[src/rtl/dplt_pkg.sv]
// Package of constants and types for the PHY control and line-trap registers.
// Assumes a 32-bit AXI4-Lite register port and a single 100 MHz clock.
package dplt_pkg;
   // ****************************************************************
   // Register byte offsets
   // ****************************************************************
   localparam logic [7:0] PHY_RESET_CONTROL_OFF = 8'h00;
   localparam logic [7:0] IRQ_RAW_STATUS_OFF = 8'h04;
   localparam logic [7:0] IRQ_MASKED_STATUS_OFF = 8'h08;
   localparam logic [7:0] IRQ_ENABLE_SET_OFF = 8'h0C;
   localparam logic [7:0] IRQ_ENABLE_CLEAR_OFF = 8'h10;
   localparam logic [7:0] PHY_CONTROL_ONE_OFF = 8'h14;
   // ****************************************************************
   // Field positions and reset values
   // ****************************************************************
   localparam int PHY_RESET_REQUEST_BIT = 10;
   localparam logic [31:0] PHY_RESET_CONTROL_RST = 32'h0000_2091;
   localparam int LINE_TRAP_BIT = 2;
   localparam int DLL_MODE_LSB = 12;
   localparam int STROBE_GATING_BIT = 7;
   localparam int RX_POWERDOWN_BIT = 6;
   localparam int READ_LATENCY_LSB = 0;
   localparam logic [2:0] DLL_MODE_RST = 3'h0;
   localparam logic STROBE_GATING_RST = 1'b0;
   localparam logic RX_POWERDOWN_RST = 1'b1;
   localparam logic [2:0] READ_LATENCY_RST = 3'h6;
   localparam logic [1:0] RESP_OKAY = 2'h0;
   localparam logic [1:0] RESP_SLVERR = 2'h2;

   typedef struct packed {
      logic [2:0] dll_mode;
      logic strobe_gating_select;
      logic receiver_idle_powerdown;
      logic [2:0] read_latency;
   } dplt_phy_cfg_t;
endpackage

[src/rtl/dplt_regs.sv]
// Register bank: PHY reset request, line-trap interrupt, PHY control.
// Assumes an AXI4-Lite master on aclk and a line-trap pulse on aclk.
`timescale 1ns/1ps
`default_nettype none

module dplt_regs (
   input wire logic aclk,
   input wire logic aresetn,
   input wire logic [7:0] s_axi_awaddr,
   input wire logic s_axi_awvalid,
   output logic s_axi_awready,
   input wire logic [31:0] s_axi_wdata,
   input wire logic [3:0] s_axi_wstrb,
   input wire logic s_axi_wvalid,
   output logic s_axi_wready,
   output logic [1:0] s_axi_bresp,
   output logic s_axi_bvalid,
   input wire logic s_axi_bready,
   input wire logic [7:0] s_axi_araddr,
   input wire logic s_axi_arvalid,
   output logic s_axi_arready,
   output logic [31:0] s_axi_rdata,
   output logic [1:0] s_axi_rresp,
   output logic s_axi_rvalid,
   input wire logic s_axi_rready,
   input wire logic line_trap_event,
   output logic phy_reset_request,
   output dplt_pkg::dplt_phy_cfg_t phy_cfg,
   output logic irq
);
   // ****************************************************************
   // Write channel
   // ****************************************************************
   logic aw_held_reg;
   logic w_held_reg;
   logic [7:0] awaddr_reg;
   logic [31:0] wdata_reg;
   logic [3:0] wstrb_reg;
   logic wr_fire;
   logic wr_ok;

   assign s_axi_awready = !aw_held_reg && !s_axi_bvalid;
   assign s_axi_wready = !w_held_reg && !s_axi_bvalid;
   assign wr_fire = aw_held_reg && w_held_reg && !s_axi_bvalid;

   always_ff @(posedge aclk) begin
      if (!aresetn) begin
         aw_held_reg <= 1'b0;
         w_held_reg <= 1'b0;
         awaddr_reg <= 8'h00;
         wdata_reg <= 32'h0000_0000;
         wstrb_reg <= 4'h0;
      end else begin
         if (s_axi_awvalid && s_axi_awready) begin
            aw_held_reg <= 1'b1;
            awaddr_reg <= s_axi_awaddr;
         end else if (wr_fire) begin
            aw_held_reg <= 1'b0;
         end
         if (s_axi_wvalid && s_axi_wready) begin
            w_held_reg <= 1'b1;
            wdata_reg <= s_axi_wdata;
            wstrb_reg <= s_axi_wstrb;
         end else if (wr_fire) begin
            w_held_reg <= 1'b0;
         end
      end
   end

   function automatic logic known(input logic [7:0] a);
      known = (a == dplt_pkg::PHY_RESET_CONTROL_OFF) ||
              (a == dplt_pkg::IRQ_RAW_STATUS_OFF) ||
              (a == dplt_pkg::IRQ_MASKED_STATUS_OFF) ||
              (a == dplt_pkg::IRQ_ENABLE_SET_OFF) ||
              (a == dplt_pkg::IRQ_ENABLE_CLEAR_OFF) ||
              (a == dplt_pkg::PHY_CONTROL_ONE_OFF);
   endfunction

   assign wr_ok = known(awaddr_reg);

   always_ff @(posedge aclk) begin
      if (!aresetn) begin
         s_axi_bvalid <= 1'b0;
         s_axi_bresp <= dplt_pkg::RESP_OKAY;
      end else if (wr_fire) begin
         s_axi_bvalid <= 1'b1;
         s_axi_bresp <= wr_ok ? dplt_pkg::RESP_OKAY : dplt_pkg::RESP_SLVERR;
      end else if (s_axi_bready) begin
         s_axi_bvalid <= 1'b0;
      end
   end

   // One-hot write strobes, gated by the byte lane holding each field.
   function automatic logic wbit(input logic [7:0] off, input int b);
      wbit = wr_fire && (awaddr_reg == off) && wstrb_reg[b / 8] &&
             wdata_reg[b];
   endfunction

   // ****************************************************************
   // Line-trap status and enable
   // ****************************************************************
   logic line_trap_raw_reg;
   logic line_trap_masked_reg;
   logic line_trap_enable_reg;
   logic clr_trap;
   logic en_set;
   logic en_clr;

   // A process, not a continuous assignment: the strobe function reads the
   // held write state directly, so the strobes must follow that state.
   always_comb begin
      clr_trap = wbit(dplt_pkg::IRQ_RAW_STATUS_OFF,
                      dplt_pkg::LINE_TRAP_BIT) ||
                 wbit(dplt_pkg::IRQ_MASKED_STATUS_OFF,
                      dplt_pkg::LINE_TRAP_BIT);
      en_set = wbit(dplt_pkg::IRQ_ENABLE_SET_OFF,
                    dplt_pkg::LINE_TRAP_BIT);
      en_clr = wbit(dplt_pkg::IRQ_ENABLE_CLEAR_OFF,
                    dplt_pkg::LINE_TRAP_BIT);
   end

   // A trap arriving in the clearing cycle wins, so no event is lost.
   always_ff @(posedge aclk) begin
      if (!aresetn) begin
         line_trap_raw_reg <= 1'b0;
         line_trap_masked_reg <= 1'b0;
      end else begin
         if (line_trap_event) begin
            line_trap_raw_reg <= 1'b1;
         end else if (clr_trap) begin
            line_trap_raw_reg <= 1'b0;
         end
         if (line_trap_event && line_trap_enable_reg) begin
            line_trap_masked_reg <= 1'b1;
         end else if (clr_trap) begin
            line_trap_masked_reg <= 1'b0;
         end
      end
   end

   always_ff @(posedge aclk) begin
      if (!aresetn) begin
         line_trap_enable_reg <= 1'b0;
      end else if (en_set && en_clr) begin
         line_trap_enable_reg <= 1'b0;
      end else if (en_set) begin
         line_trap_enable_reg <= 1'b1;
      end else if (en_clr) begin
         line_trap_enable_reg <= 1'b0;
      end
   end

   assign irq = line_trap_masked_reg;

   // ****************************************************************
   // PHY reset and PHY control
   // ****************************************************************
   always_ff @(posedge aclk) begin
      if (!aresetn) begin
         phy_reset_request <= 1'b0;
      end else begin
         phy_reset_request <= wbit(dplt_pkg::PHY_RESET_CONTROL_OFF,
                                   dplt_pkg::PHY_RESET_REQUEST_BIT);
      end
   end

   logic cfg_wr;
   assign cfg_wr = wr_fire && (awaddr_reg == dplt_pkg::PHY_CONTROL_ONE_OFF);

   // Read latency is passed as a count of controller clocks; a value
   // outside the supported window is stored unchanged.
   always_ff @(posedge aclk) begin
      if (!aresetn) begin
         phy_cfg.dll_mode <= dplt_pkg::DLL_MODE_RST;
         phy_cfg.strobe_gating_select <= dplt_pkg::STROBE_GATING_RST;
         phy_cfg.receiver_idle_powerdown <= dplt_pkg::RX_POWERDOWN_RST;
         phy_cfg.read_latency <= dplt_pkg::READ_LATENCY_RST;
      end else if (cfg_wr) begin
         if (wstrb_reg[1]) begin
            phy_cfg.dll_mode <=
               wdata_reg[dplt_pkg::DLL_MODE_LSB +: 3];
         end
         if (wstrb_reg[0]) begin
            phy_cfg.strobe_gating_select <=
               wdata_reg[dplt_pkg::STROBE_GATING_BIT];
            phy_cfg.receiver_idle_powerdown <=
               wdata_reg[dplt_pkg::RX_POWERDOWN_BIT];
            phy_cfg.read_latency <=
               wdata_reg[dplt_pkg::READ_LATENCY_LSB +: 3];
         end
      end
   end

   // ****************************************************************
   // Read channel
   // ****************************************************************
   logic [31:0] rd_word;

   always_comb begin
      rd_word = 32'h0000_0000;
      unique case (s_axi_araddr)
         dplt_pkg::PHY_RESET_CONTROL_OFF:
            rd_word = dplt_pkg::PHY_RESET_CONTROL_RST;
         dplt_pkg::IRQ_RAW_STATUS_OFF:
            rd_word[dplt_pkg::LINE_TRAP_BIT] = line_trap_raw_reg;
         dplt_pkg::IRQ_MASKED_STATUS_OFF:
            rd_word[dplt_pkg::LINE_TRAP_BIT] = line_trap_masked_reg;
         dplt_pkg::IRQ_ENABLE_SET_OFF:
            rd_word[dplt_pkg::LINE_TRAP_BIT] = line_trap_enable_reg;
         dplt_pkg::IRQ_ENABLE_CLEAR_OFF:
            rd_word[dplt_pkg::LINE_TRAP_BIT] = line_trap_enable_reg;
         dplt_pkg::PHY_CONTROL_ONE_OFF: begin
            rd_word[dplt_pkg::DLL_MODE_LSB +: 3] = phy_cfg.dll_mode;
            rd_word[dplt_pkg::STROBE_GATING_BIT] =
               phy_cfg.strobe_gating_select;
            rd_word[dplt_pkg::RX_POWERDOWN_BIT] =
               phy_cfg.receiver_idle_powerdown;
            rd_word[dplt_pkg::READ_LATENCY_LSB +: 3] = phy_cfg.read_latency;
         end
         default: rd_word = 32'h0000_0000;
      endcase
   end

   assign s_axi_arready = !s_axi_rvalid;

   always_ff @(posedge aclk) begin
      if (!aresetn) begin
         s_axi_rvalid <= 1'b0;
         s_axi_rdata <= 32'h0000_0000;
         s_axi_rresp <= dplt_pkg::RESP_OKAY;
      end else if (s_axi_arvalid && s_axi_arready) begin
         s_axi_rvalid <= 1'b1;
         s_axi_rdata <= rd_word;
         s_axi_rresp <= known(s_axi_araddr) ? dplt_pkg::RESP_OKAY :
                        dplt_pkg::RESP_SLVERR;
      end else if (s_axi_rready) begin
         s_axi_rvalid <= 1'b0;
      end
   end
endmodule

`default_nettype wire

[config.mk]
export PLATFORM = sky130hd
export DESIGN_NAME = dplt_regs
export DESIGN_NICKNAME = d
export VERILOG_FILES = /design/src/rtl/dplt_pkg.sv /design/src/rtl/dplt_regs.sv
export SDC_FILE = /design/constraint.sdc
export NUM_CORES = 1
export LEC_CHECK = 0
export BUFFER_PORTS_ARGS = -buffer_cell sky130_fd_sc_hd__clkbuf_2
export CORE_MARGIN = 10
export CORE_UTILIZATION = 41
export CTS_BUF_LIST = sky130_fd_sc_hd__clkbuf_4 sky130_fd_sc_hd__clkbuf_8 sky130_fd_sc_hd__clkbuf_16
export CTS_CLUSTER_SIZE = 40
export DETAILED_ROUTE_END_ITERATION = 8
export GPL_TIMING_DRIVEN = 0
export PLACE_DENSITY_LB_ADDON = 0.15
export SYNTH_ARGS = -nofsm -noshare
export SYNTH_HDL_FRONTEND = slang
export SYNTH_SLANG_ARGS = --single-unit
export TNS_END_PERCENT = 50
[constraint.sdc]
create_clock -name aclk -period 1.96 [get_ports aclk]
set_input_delay 0.392 -clock aclk [delete_from_list [all_inputs] [get_ports aclk]]
set_output_delay 0.392 -clock aclk [all_outputs]
set_load 0.05 [all_outputs]
Word-level counts from Yosys, hierarchy flattened
Cells that the tools add are included.
- register bits after elaboration: 56
- eq/ne operators: 10
- multiplexer cells: 19
- bitwise operators: 1
- reductions and logical operators: 53
- operator list (kind ; count):
    8-bit by 4-bit equality test with 1-bit output (second input constant) ; 4
    8-bit by 5-bit equality test with 1-bit output (second input constant) ; 4
    1-bit logical AND ; 25
    8-bit by 3-bit equality test with 1-bit output (second input constant) ; 2
    8-bit zero test ; 2
    2-bit nonzero test ; 7
    1-bit two-way mux ; 12
    1-bit logical OR ; 11
    2-bit one-hot mux with 2 select lines ; 2
    2-bit two-way mux ; 3
    3-bit one-hot mux with 2 select lines ; 1
    1-bit zero test ; 4
    1-bit one-hot mux with 4 select lines ; 1
    2-bit AND reduction ; 2
    2-bit OR reduction ; 2
    1-bit NOT ; 1

Logic depth before layout (Yosys ltp)
Gate-level depths: netlist (run 1).
- depth after elaboration: 8
- mapped depth: 5

Least setup slack after synthesis (run 1)
No wires, ideal clock.
- kind: register to register
- from: register s_axi_bvalid
- to: register wdata_reg[1]
- setup time: 0.070 ns
- arrival time: 1.968 ns
- required time: 1.890 ns
- setup slack: -0.079 ns
- stages on the path, launching flop included: 6
- buffers on the path: 1
- cells stage by stage: dfxtp_1 > nor2_1 > and2_1 > clkbuf_1 > nand2_1 > a21oi_1
- cells in the longest elaborated chain, start to end: 3
- RTL lines (element ; RTL line ; source):
    start, declared ; dplt_regs.sv:17 ; output logic s_axi_bvalid,
    start signal, assigned ; dplt_regs.sv:83 ; s_axi_bvalid <= 1'b0;
    start signal, assigned ; dplt_regs.sv:86 ; s_axi_bvalid <= 1'b1;
    start signal, assigned ; dplt_regs.sv:89 ; s_axi_bvalid <= 1'b0;
    1-bit zero test ; dplt_regs.sv:43 ; assign s_axi_wready = !w_held_reg && !s_axi_bvalid;
    1-bit logical AND ; dplt_regs.sv:43 ;
    net s_axi_wready ; dplt_regs.sv:15 ; output logic s_axi_wready,
    1-bit logical AND ; dplt_regs.sv:60 ; if (s_axi_wvalid && s_axi_wready) begin
    end signal, assigned ; dplt_regs.sv:62 ; wdata_reg <= s_axi_wdata;
    end, declared ; dplt_regs.sv:37 ; logic [31:0] wdata_reg;
The timed path passes the listed nets, and every way through them passes these cells.
A chain may end at the register's enable or synchronous reset.

Worst setup path in the final report (run 1)
- from: register awaddr_reg[7]
- to: register phy_cfg[5] (netlist bit)
- cells in the longest elaborated chain, start to end: 3
- RTL lines (element ; RTL line ; source):
    start, declared ; dplt_regs.sv:36 ; logic [7:0] awaddr_reg;
    start signal, assigned ; dplt_regs.sv:56 ; awaddr_reg <= s_axi_awaddr;
    8-bit by 5-bit equality test with 1-bit output ; dplt_regs.sv:168 ; assign cfg_wr = wr_fire && (awaddr_reg == dplt_pkg::PHY_CONTROL_ONE_OFF);
    1-bit logical AND ; dplt_regs.sv:168 ;
    2-bit AND reduction (no line) ; - ;
    end, declared ; dplt_regs.sv:28 ; output dplt_pkg::dplt_phy_cfg_t phy_cfg,
No other way between the ends.

==> flow_summary_export.csv, run 1 <==
group,metric,value,unit
clock_network,clock_latency,0.30,ns
drt,wl_met3,451,um
synthesis,syn_area,0.002049,mm^2
clock_network,cts_hold_buf,0,
global_route,grt-ovfl-total,0,
clock_network,cts_resized,0,
drt,drc,0,
cells_and_area,area_growth,29.98,%
synthesis,async_reset_ff_share,0,%
clock_network,clockBufferDepth,2,
die,dieArea,0.008226,mm^2
run,maxCapViolations,0,
cells_and_area,stdcell_area,0.002664,mm^2
clock_network,clockRootBuffer,"clkbuf_8",
cells_and_area,num_antenna_cells,0,
clock_network,cts_buffers,5,
drt,drtIter0Drc,46,
die,coreArea,0.004786,mm^2
synthesis,yosysTopAreaCell,"dfxtp_1",
synthesis,synth_seq_area_share,44.93,%
drt,vias,1792,
global_route,grt_max_degree,15,
critical_path,start_kind,"flop",
synthesis,synth_top_area_share,44.93,%
cells_and_area,final_net_count,389,
critical_path,worstPathArrival,2.04,ns
synthesis,yosysMostFrequentCell,"nand2_1",
drt,viasPerCell,4.514,
synthesis,syn_inst,239,
clock_network,cts_tree,"built",
timing,period_needed,1.807,ns
cells_and_area,final_cells,397,
worst_hold_path,hp-class,"in2reg",
clock_network,clkSlewWorstSetupHoldPaths,0.08,ns
drt,drt_wl_total,4990,um
place,dp_hpwl,4033,um
clock_network,clkSinkCount,46,
pwr,power_density,841.3,mW/mm^2
drt,wire_per_inst,12.57,um
critical_path,path_class,"reg2reg",
timing,fmax,553.4,MHz
run_status,status,"completed",
synthesis,ys_ff_latch,46,
drt,top_layer,"met4",
synthesis,synth-main-ff-cell,"dfxtp_1",
critical_path,crit_required,2.19,ns
synthesis,synth.area.top_cells,"dfxtp_1, nand2_1, buf_4",
timing,fin_crit_sh,92.20,%
drt,firstDrtPassIters,4,
drt,ant_nets,0,
global_route,grt_pass1_wl,8266,um
timing,finalSetupViolCount,0,
timing,slew_violations,0,
drt,dr_wl_met2,2234,um
cells_and_area,drive_above_1_share,32.73,%
synthesis,synth_common_cells,"nand2_1, dfxtp_1, a21oi_1, buf_4",
place,port_buffers,59,
place,place_inst,389,
die,die_w,90.70,um
timing,clock_skew,0.002935,ns
timing,rsz0062_at_grt,"no",
synthesis,synth_cell_type_count,37,
pwr,leakage,1.205,nW
global_route,grt_pass1_vias,1751,
clock_network,htreeDepth,2,
die,dieHeight,90.70,um
die,ios,111,
drt,wl_met1,2233,um
pwr,ir_drop,0.4728,mV
synthesis,post_synth.cell_area_avg,8.575,um^2
timing,relSlewSlack,64.49,%
die,start_util,42.82,%
die,rows,25,
place,gp_congestion,0.7475,
timing,worst_pin_slew,0.5326,ns
timing,hold_viol_final,0,
critical_path,endpoint_kind,"flop",
synthesis,ys_warn_count,0,
global_route,grt_usage,12.05,%
global_route,antenna_found_initial,0,
pwr,total_power,0.002241,W
place,dpl-instance-area,0.002521,mm^2
clock_network,postCtsSetupRepairBufs,0,
synthesis,synth_edf_count,0,
critical_path,cp_max_fo,4,
cell type report:
class	instances	area [um^2]
Buffer	35	241.5
Clock buffer	6	82.58
Clock inverter	2	60.06
Fill cell	485	2122
Inverter	3	11.26
Multi-Input combinational cell	179	968.4
Sequential cell	46	920.9
Tap cell	67	83.83
Timing Repair Buffer	59	295.3
worst max-delay path: stages, from the launching register on:
cell and delay (ns):
dfxtp_1 0.32, or4_4 0.57, or3_4 0.37, nor3_4 0.28
mux2i_1 0.20
power by group:
part	switching [W]	total, W	internal [W]
Clock	0.000313	0.000857	0.000544
Combinational	0.000267	0.000385	0.000119
Sequential	0.0000275	0.000999	0.000971
Total	0.000608	0.00224	0.00163
path summary, 6_finish.rpt:
path	from	endpoint	slack, ns	cells after the start
max	awaddr_reg[7]	phy_cfg[5]	0.15	4
min	line_trap_event	line_trap_raw_reg	0.30	3
max reg2reg	awaddr_reg[7]	phy_cfg[5]	0.15	4
min reg2reg	awaddr_reg[0]	awaddr_reg[0]	0.46	2
routing by layer:
layer,vias up,track usage [%]
li1,944,-
met5,-,0
met1,778,13.93
met4,0,4.377
met3,7,5.486
met2,63,19.05
cells by family (layout without fill, tap and decap cells):
logic type | after synthesis | in the layout | share of synthesized area (%)
simple gates | 103 | 103 | 25.89
xor+xnor | 1 | 1 | 0.4274
flops | 46 | 46 | 44.93
mux | 8 | 8 | 3.907
compound gates | 42 | 42 | 12.33
buf+inv | 38 | 105 | 12.33
other cells | 1 | 25 | 0.1830
placed cells by master, fill, tap and decap left out, drive strengths merged:
cell type,count
nor3,8
inv,3
nand3b,1
nor2b,1
dfxtp,46
a22o,2
a41oi,1
conb,25
a22oi,1
o31ai,2
mux2i,8
clkbuf,74
a2111oi,1
or3,1
nand2,61
bufinv,2
nand4b,1
nand3,5
o21ai,7
xor2,1
and2b,1
buf,25
nor4,4
nor3b,2
and2,2
nand4,1
clkdlybuf4s18,1
nand2b,4
and3,1
a221o,3
or4,3
nor2,7
a21oi,25
metrics by stage:
stage / hold WS (ns) / util, % / setup TNS (ns) / worst slack (ns)
after CTS: 0.2946 / 55.66 / 0 / 0.1331
after global placement: 0.4360 / 52.68 / -0.07906 / -0.02674
after detailed placement: 0.4462 / 52.68 / -0.1719 / -0.04779
after floorplan: 0.4342 / - / -0.1098 / -0.01383
after global routing: 0.2962 / 55.66 / 0 / 0.02052
final: 0.3040 / 55.66 / 0 / 0.1529
Power figures use the tool's default switching activity.
==> run 2, diff against run 1 <==
--- a/config.mk
+++ b/config.mk
@@ -12,7 +12,7 @@
 export CTS_CLUSTER_SIZE = 40
 export DETAILED_ROUTE_END_ITERATION = 8
 export GPL_TIMING_DRIVEN = 0
-export PLACE_DENSITY_LB_ADDON = 0.15
+export PLACE_DENSITY = 0.74
 export SYNTH_ARGS = -nofsm -noshare
 export SYNTH_HDL_FRONTEND = slang
 export SYNTH_SLANG_ARGS = --single-unit
==> flow_summary_export.csv, run 2 (synthesized netlist as in run 1, its figures left out) <==
group,metric,value,unit
run_status,status,"completed",
critical_path,start_kind,"flop",
global_route,grt_pass1_vias,1849,
global_route,use_met3,5.819,%
clock_network,cts_tree,"built",
timing,hold_viol_final,0,
drt,drt_wl_total,4995,um
clock_network,clock_latency,0.31,ns
run,maxCapViolations,0,
drt,ant_nets,0,
pwr,power_frac_seq,47.6,%
global_route,antenna_found_initial,0,
cells_and_area,drive_above_1_share,32.73,%
clock_network,cts_hold_buf,0,
cells_and_area,final_cell_mix,"nand2_1, clkbuf_2, dfxtp_1",
timing,setup_slack,0.1524,ns
timing,rsz0062_at_grt,"no",
critical_path,worstPathArrival,2.05,ns
pwr,leakage,1.192,nW
global_route,grt_max_degree,16,
cells_and_area,finalCoreUtilization,55.03,%
clock_network,clockRootBuffer,"clkbuf_8",
drt,drc,0,
cells_and_area,final_common_cell,"nand2_1",
drt,drtIter0Drc,63,
clock_network,clockBufferDepth,2,
pwr,ir_drop,0.4853,mV
timing,fmax,553.2,MHz
die,dieArea,0.008226,mm^2
global_route,grt-ovfl-total,0,
clock_network,postCtsSetupRepairBufs,0,
timing,fin_crit_sh,92.22,%
cells_and_area,n_fill_cell,471,
clock_network,htreeDepth,2,
critical_path,rr_startpoint,"awaddr_reg[7]",
cells_and_area,num_antenna_cells,0,
clock_network,cts_buffers,5,
critical_path,cp_max_fo,4,
pwr,power_frac_comb,18.2,%
critical_path,r2r_end,"phy_cfg[5]",
worst_hold_path,hp-start,"s_axi_wdata[12]",
global_route,use_met2,20.37,%
place,dp_slack,-0.03751,ns
timing,finalSetupViolCount,0,
place,port_buffers,59,
timing,relSlewSlack,66.39,%
critical_path,cp_top_family,"simple AND/OR/NAND/NOR gates",
clock_network,clkSlewWorstSetupHoldPaths,0.09,ns
pwr,power_density,797.8,mW/mm^2
timing,clock_skew,0.008914,ns
drt,firstDrtPassIters,4,
die,dieHeight,90.70,um
clock_network,clkSinkCount,46,
worst_hold_path,hold_path_depth,3,
worst_hold_path,hp-class,"in2reg",
critical_path,path_class,"reg2reg",
cells_and_area,area_growth,28.51,%
drt,vias,1798,
place,gp_congestion,0.7644,
cells_and_area,final_net_count,389,
global_route,busiest_layer,"met2",
pwr,p_sw,0.0006290,W
drt,wire_per_inst,12.58,um
timing,worst_pin_slew,0.5004,ns
worst_hold_path,holdPathEnd,"wdata_reg[12]",
critical_path,slowest_stage,"or4_4",
critical_path,crit_required,2.20,ns
pwr,swShare,29.93,%
die,ios,111,
place,dp_hpwl,4094,um
die,die_w,90.70,um
global_route,met1_usage,13.11,%
timing,slew_violations,0,
drt,viasPerCell,4.529,
clock_network,cts_resized,0,
critical_path,endpoint_kind,"flop",
die,start_util,42.82,%
pwr,power.internal,0.001472,W
die,coreArea,0.004786,mm^2
critical_path,critical_path_buf_inv_count,0,
critical_path,max_stage_delay,0.56,ns
critical_path,crit_chain,"or4_4, or3_4, nor3_4, mux2i_1",
pwr,clockPowerShare,34.2,%
global_route,grt_usage,12.41,%
timing,period_needed,1.808,ns
critical_path,r2r_slack,0.15,ns
die,rows,25,
global_route,grt_pass1_wl,8493,um
critical_path,worstRegToRegCells,4,
==> run 2: power groups by stage <==
stage / logic (W) / clock network, W / registers (W)
floorplan: 0.000288 / 0 / 0.00103
global placement: 0.000377 / 0 / 0.00102
detailed placement: 0.000382 / 0 / 0.00102
CTS: 0.000383 / 0.000738 / 0.00100
global route: 0.000419 / 0.000768 / 0.00101
finish: 0.000382 / 0.000719 / 0.00100
==> run 2: how the worst max path moves through the flow <==
stage	start	endpoint	slack, ns	cells after the start
after detailed placement	s_axi_araddr[0]	s_axi_rdata[7]	-0.04	5
after floorplan	s_axi_bvalid	awaddr_reg[1]	-0.01	5
after global routing	awaddr_reg[7]	phy_cfg[6]	0.06	4
after CTS	awaddr_reg[7]	phy_cfg[5]	0.14	4
after global placement	s_axi_araddr[0]	s_axi_rdata[0]	-0.01	5
final	awaddr_reg[7]	phy_cfg[5]	0.15	4
==> run 2: layout make-up <==
cell class	instances	area [um^2]	share of cell area (%)
clock buffers	5	68.82	2.613
multi-input cells	179	968.4	36.77
clock inverters	3	43.79	1.663
well taps	67	83.83	3.183
flip-flops and latches	46	920.9	34.96
repair buffers	59	295.3	11.21
plain buffers	35	241.5	9.169
inverters	3	11.26	0.4276
==> run 2: layer usage <==
layer	share of wire, %	up-vias
li1	-	941
met1	43	784
met2	46	63
met3	9.0	10
met4	1.9	0
met5	0	-
==> run 2: worst min-delay path, cell delays in order <==
cell	delay, ns
clkbuf_2	0.08
nand2_1	0.04
a21oi_1	0.05
==> run 2: per-stage QoR <==
| stage | hold WS, ns | std cells | setup TNS (ns) | area [um^2] | total power [W] |
|---|---|---|---|---|---|
| floorplan | 0.4342 | 263 | -0.1098 | 2142 | 0.001321 |
| global route | 0.2904 | 397 | 0 | 2634 | 0.002192 |
| CTS | 0.2859 | 397 | 0 | 2634 | 0.002120 |
| global placement | 0.4351 | 389 | -0.03164 | 2521 | 0.001398 |
| finish | 0.2911 | 397 | 0 | 2634 | 0.002101 |
| detailed placement | 0.4488 | 389 | -0.1034 | 2521 | 0.001403 |
==> run 3, diff against run 2 <==
--- a/config.mk
+++ b/config.mk
@@ -5,14 +5,13 @@
 export SDC_FILE = /design/constraint.sdc
 export NUM_CORES = 1
 export LEC_CHECK = 0
-export BUFFER_PORTS_ARGS = -buffer_cell sky130_fd_sc_hd__clkbuf_2
 export CORE_MARGIN = 10
 export CORE_UTILIZATION = 41
 export CTS_BUF_LIST = sky130_fd_sc_hd__clkbuf_4 sky130_fd_sc_hd__clkbuf_8 sky130_fd_sc_hd__clkbuf_16
 export CTS_CLUSTER_SIZE = 40
 export DETAILED_ROUTE_END_ITERATION = 8
+export DONT_BUFFER_PORTS = 1
 export GPL_TIMING_DRIVEN = 0
-export PLACE_DENSITY = 0.74
 export SYNTH_ARGS = -nofsm -noshare
 export SYNTH_HDL_FRONTEND = slang
 export SYNTH_SLANG_ARGS = --single-unit
==> flow_summary_export.csv, run 3 (synthesized netlist as in run 1, its figures left out) <==
group,metric,value,unit
run_status,status,"completed",
drt,top_layer,"met4",
drt,wl_met3,720,um
pwr,p_sw,0.0005896,W
drt,wire_per_inst,14.38,um
critical_path,crit_required,2.19,ns
critical_path,critical_path_buf_inv_count,0,
drt,ant_nets,0,
global_route,antenna_found_initial,0,
pwr,swShare,30.75,%
die,dieHeight,90.70,um
clock_network,clkSinkCount,46,
cells_and_area,num_antenna_cells,0,
die,die_w,90.70,um
timing,slew_violations,0,
timing,rsz0062_at_grt,"no",
timing,relSlewSlack,59.99,%
cells_and_area,area_growth,13.49,%
critical_path,cp_max_fo,7,
timing,fin_setup_tns,0,ns
pwr,ir_drop,0.3947,mV
clock_network,clockBufferDepth,2,
global_route,grt-ovfl-total,0,
drt,vias,1602,
cells_and_area,finalCoreUtilization,48.60,%
die,dieArea,0.008226,mm^2
die,rows,25,
pwr,leakage,0.9328,nW
drt,viasPerCell,4.740,
clock_network,clockRootBuffer,"clkbuf_8",
timing,setup_slack,0.1338,ns
global_route,grt_max_degree,15,
pwr,power_frac_comb,16.6,%
clock_network,cts_buffers,5,
clock_network,htreeDepth,2,
drt,dr_wl_met2,2089,um
pwr,power_frac_seq,53.3,%
place,gp_congestion,0.7132,
timing,worst_pin_slew,0.5994,ns
drt,firstDrtPassIters,4,
timing,clock_skew,0.008332,ns
die,ios,111,
worst_hold_path,hp-class,"in2reg",
place,port_buffers,0,
pwr,clockPowerShare,30.1,%
drt,wl_met1,1983,um
global_route,grt_pass1_wl,7935,um
cells_and_area,drive_above_1_share,19.19,%
timing,fmax,547.6,MHz
critical_path,endpoint_kind,"flop",
die,coreArea,0.004786,mm^2
critical_path,path_class,"reg2reg",
drt,drc,0,
place,dp_hpwl,3909,um
timing,hold_viol_final,0,
critical_path,cp_top_family,"simple AND/OR/NAND/NOR gates",
critical_path,slowest_stage,"or3_4",
clock_network,cts_tree,"built",
global_route,grt_pass1_vias,1569,
place,dp_slack,-0.1946,ns
cells_and_area,final_cell_mix,"nand2_1, dfxtp_1, a21oi_1, buf_4, conb_1",
timing,period_needed,1.826,ns
cells_and_area,final_net_count,330,
run,maxCapViolations,0,
global_route,grt_usage,11.77,%
critical_path,max_stage_delay,0.47,ns
drt,drtIter0Drc,48,
critical_path,start_kind,"flop",
die,start_util,42.82,%
pwr,total_power,0.001917,W
timing,fin_crit_sh,93.18,%
pwr,power.internal,0.001328,W
cells_and_area,final_common_cell,"nand2_1",
clock_network,clock_latency,0.29,ns
timing,worst_hold_slack,0.2156,ns
clock_network,postCtsSetupRepairBufs,0,
pwr,power_density,824.3,mW/mm^2
critical_path,crit_chain,"nand3b_1, or3_4, nor3_4, mux2i_1",
clock_network,clkSlewWorstSetupHoldPaths,0.09,ns
timing,finalSetupViolCount,0,
drt,drt_wl_total,4860,um
critical_path,worstPathArrival,2.06,ns
[run 3: cell types whose count changed in the layout (fill, tap and decap cells not counted)]
cell and change:
clkbuf_2 -59, dfxtp_1 -2, dfxtp_2 +2, bufinv_16 -1, clkbuf_4 +1, clkinv_4 +1
inv_6 -1, nor2_1 -1, nor2_4 +1
[run 3: what timing repair did]
action,in CTS,in global routing
setup endpoints to repair,26,5
gates cloned,0,0
hold buffers,0,0
gates resized for setup,3,1
[run 3: through the flow]
stage | instances | instance area, um^2
CTS | 338 | 2325
finish | 338 | 2326
floorplan | 263 | 2142
global placement | 330 | 2226
global route | 338 | 2326
detailed placement | 330 | 2226
[run 3: worst paths after layout]
path                    from                 to  slack, ns  depth (start not counted)
max             s_axi_bvalid         phy_cfg[5]       0.13                          4
min          line_trap_event  line_trap_raw_reg       0.22                          2
max reg2reg     s_axi_bvalid         phy_cfg[5]       0.13                          4
min reg2reg    awaddr_reg[6]      awaddr_reg[6]       0.46                          2
[run 3: final cells by class]
| cell class | instances | area, um^2 |
|---|---|---|
| plain buffers | 35 | 241.5 |
| clock buffers | 6 | 76.32 |
| clock inverters | 2 | 13.76 |
| fillers | 492 | 2460 |
| inverters | 3 | 11.26 |
| multi-input cells | 179 | 975.9 |
| flip-flops and latches | 46 | 923.4 |
| well taps | 67 | 83.83 |
[run 3: per-layer routing]
metal / global-route usage, % / up-vias
li1: - / 830
met1: 13.46 / 695
met2: 17.13 / 70
met3: 7.398 / 7
met4: 4.642 / 0
met5: 0 / -
[run 3: power groups by stage]
stage,Sequential (W),Combinational [W],Clock (W)
2_1_floorplan,0.00103,0.000288,0
3_3_place_gp,0.00104,0.000315,0
3_5_place_dp,0.00104,0.000317,0
4_1_cts,0.00102,0.000319,0.000601
5_1_grt,0.00103,0.000349,0.000644
6_report,0.00102,0.000318,0.000578
[run 3: worst register-to-register path, delay by kind of cell (launching register included)]
kind / cells / cell delay [ns]
AND/OR/NAND/NOR: 3 / 1.12
flip-flops: 1 / 0.44
multiplexers: 1 / 0.21
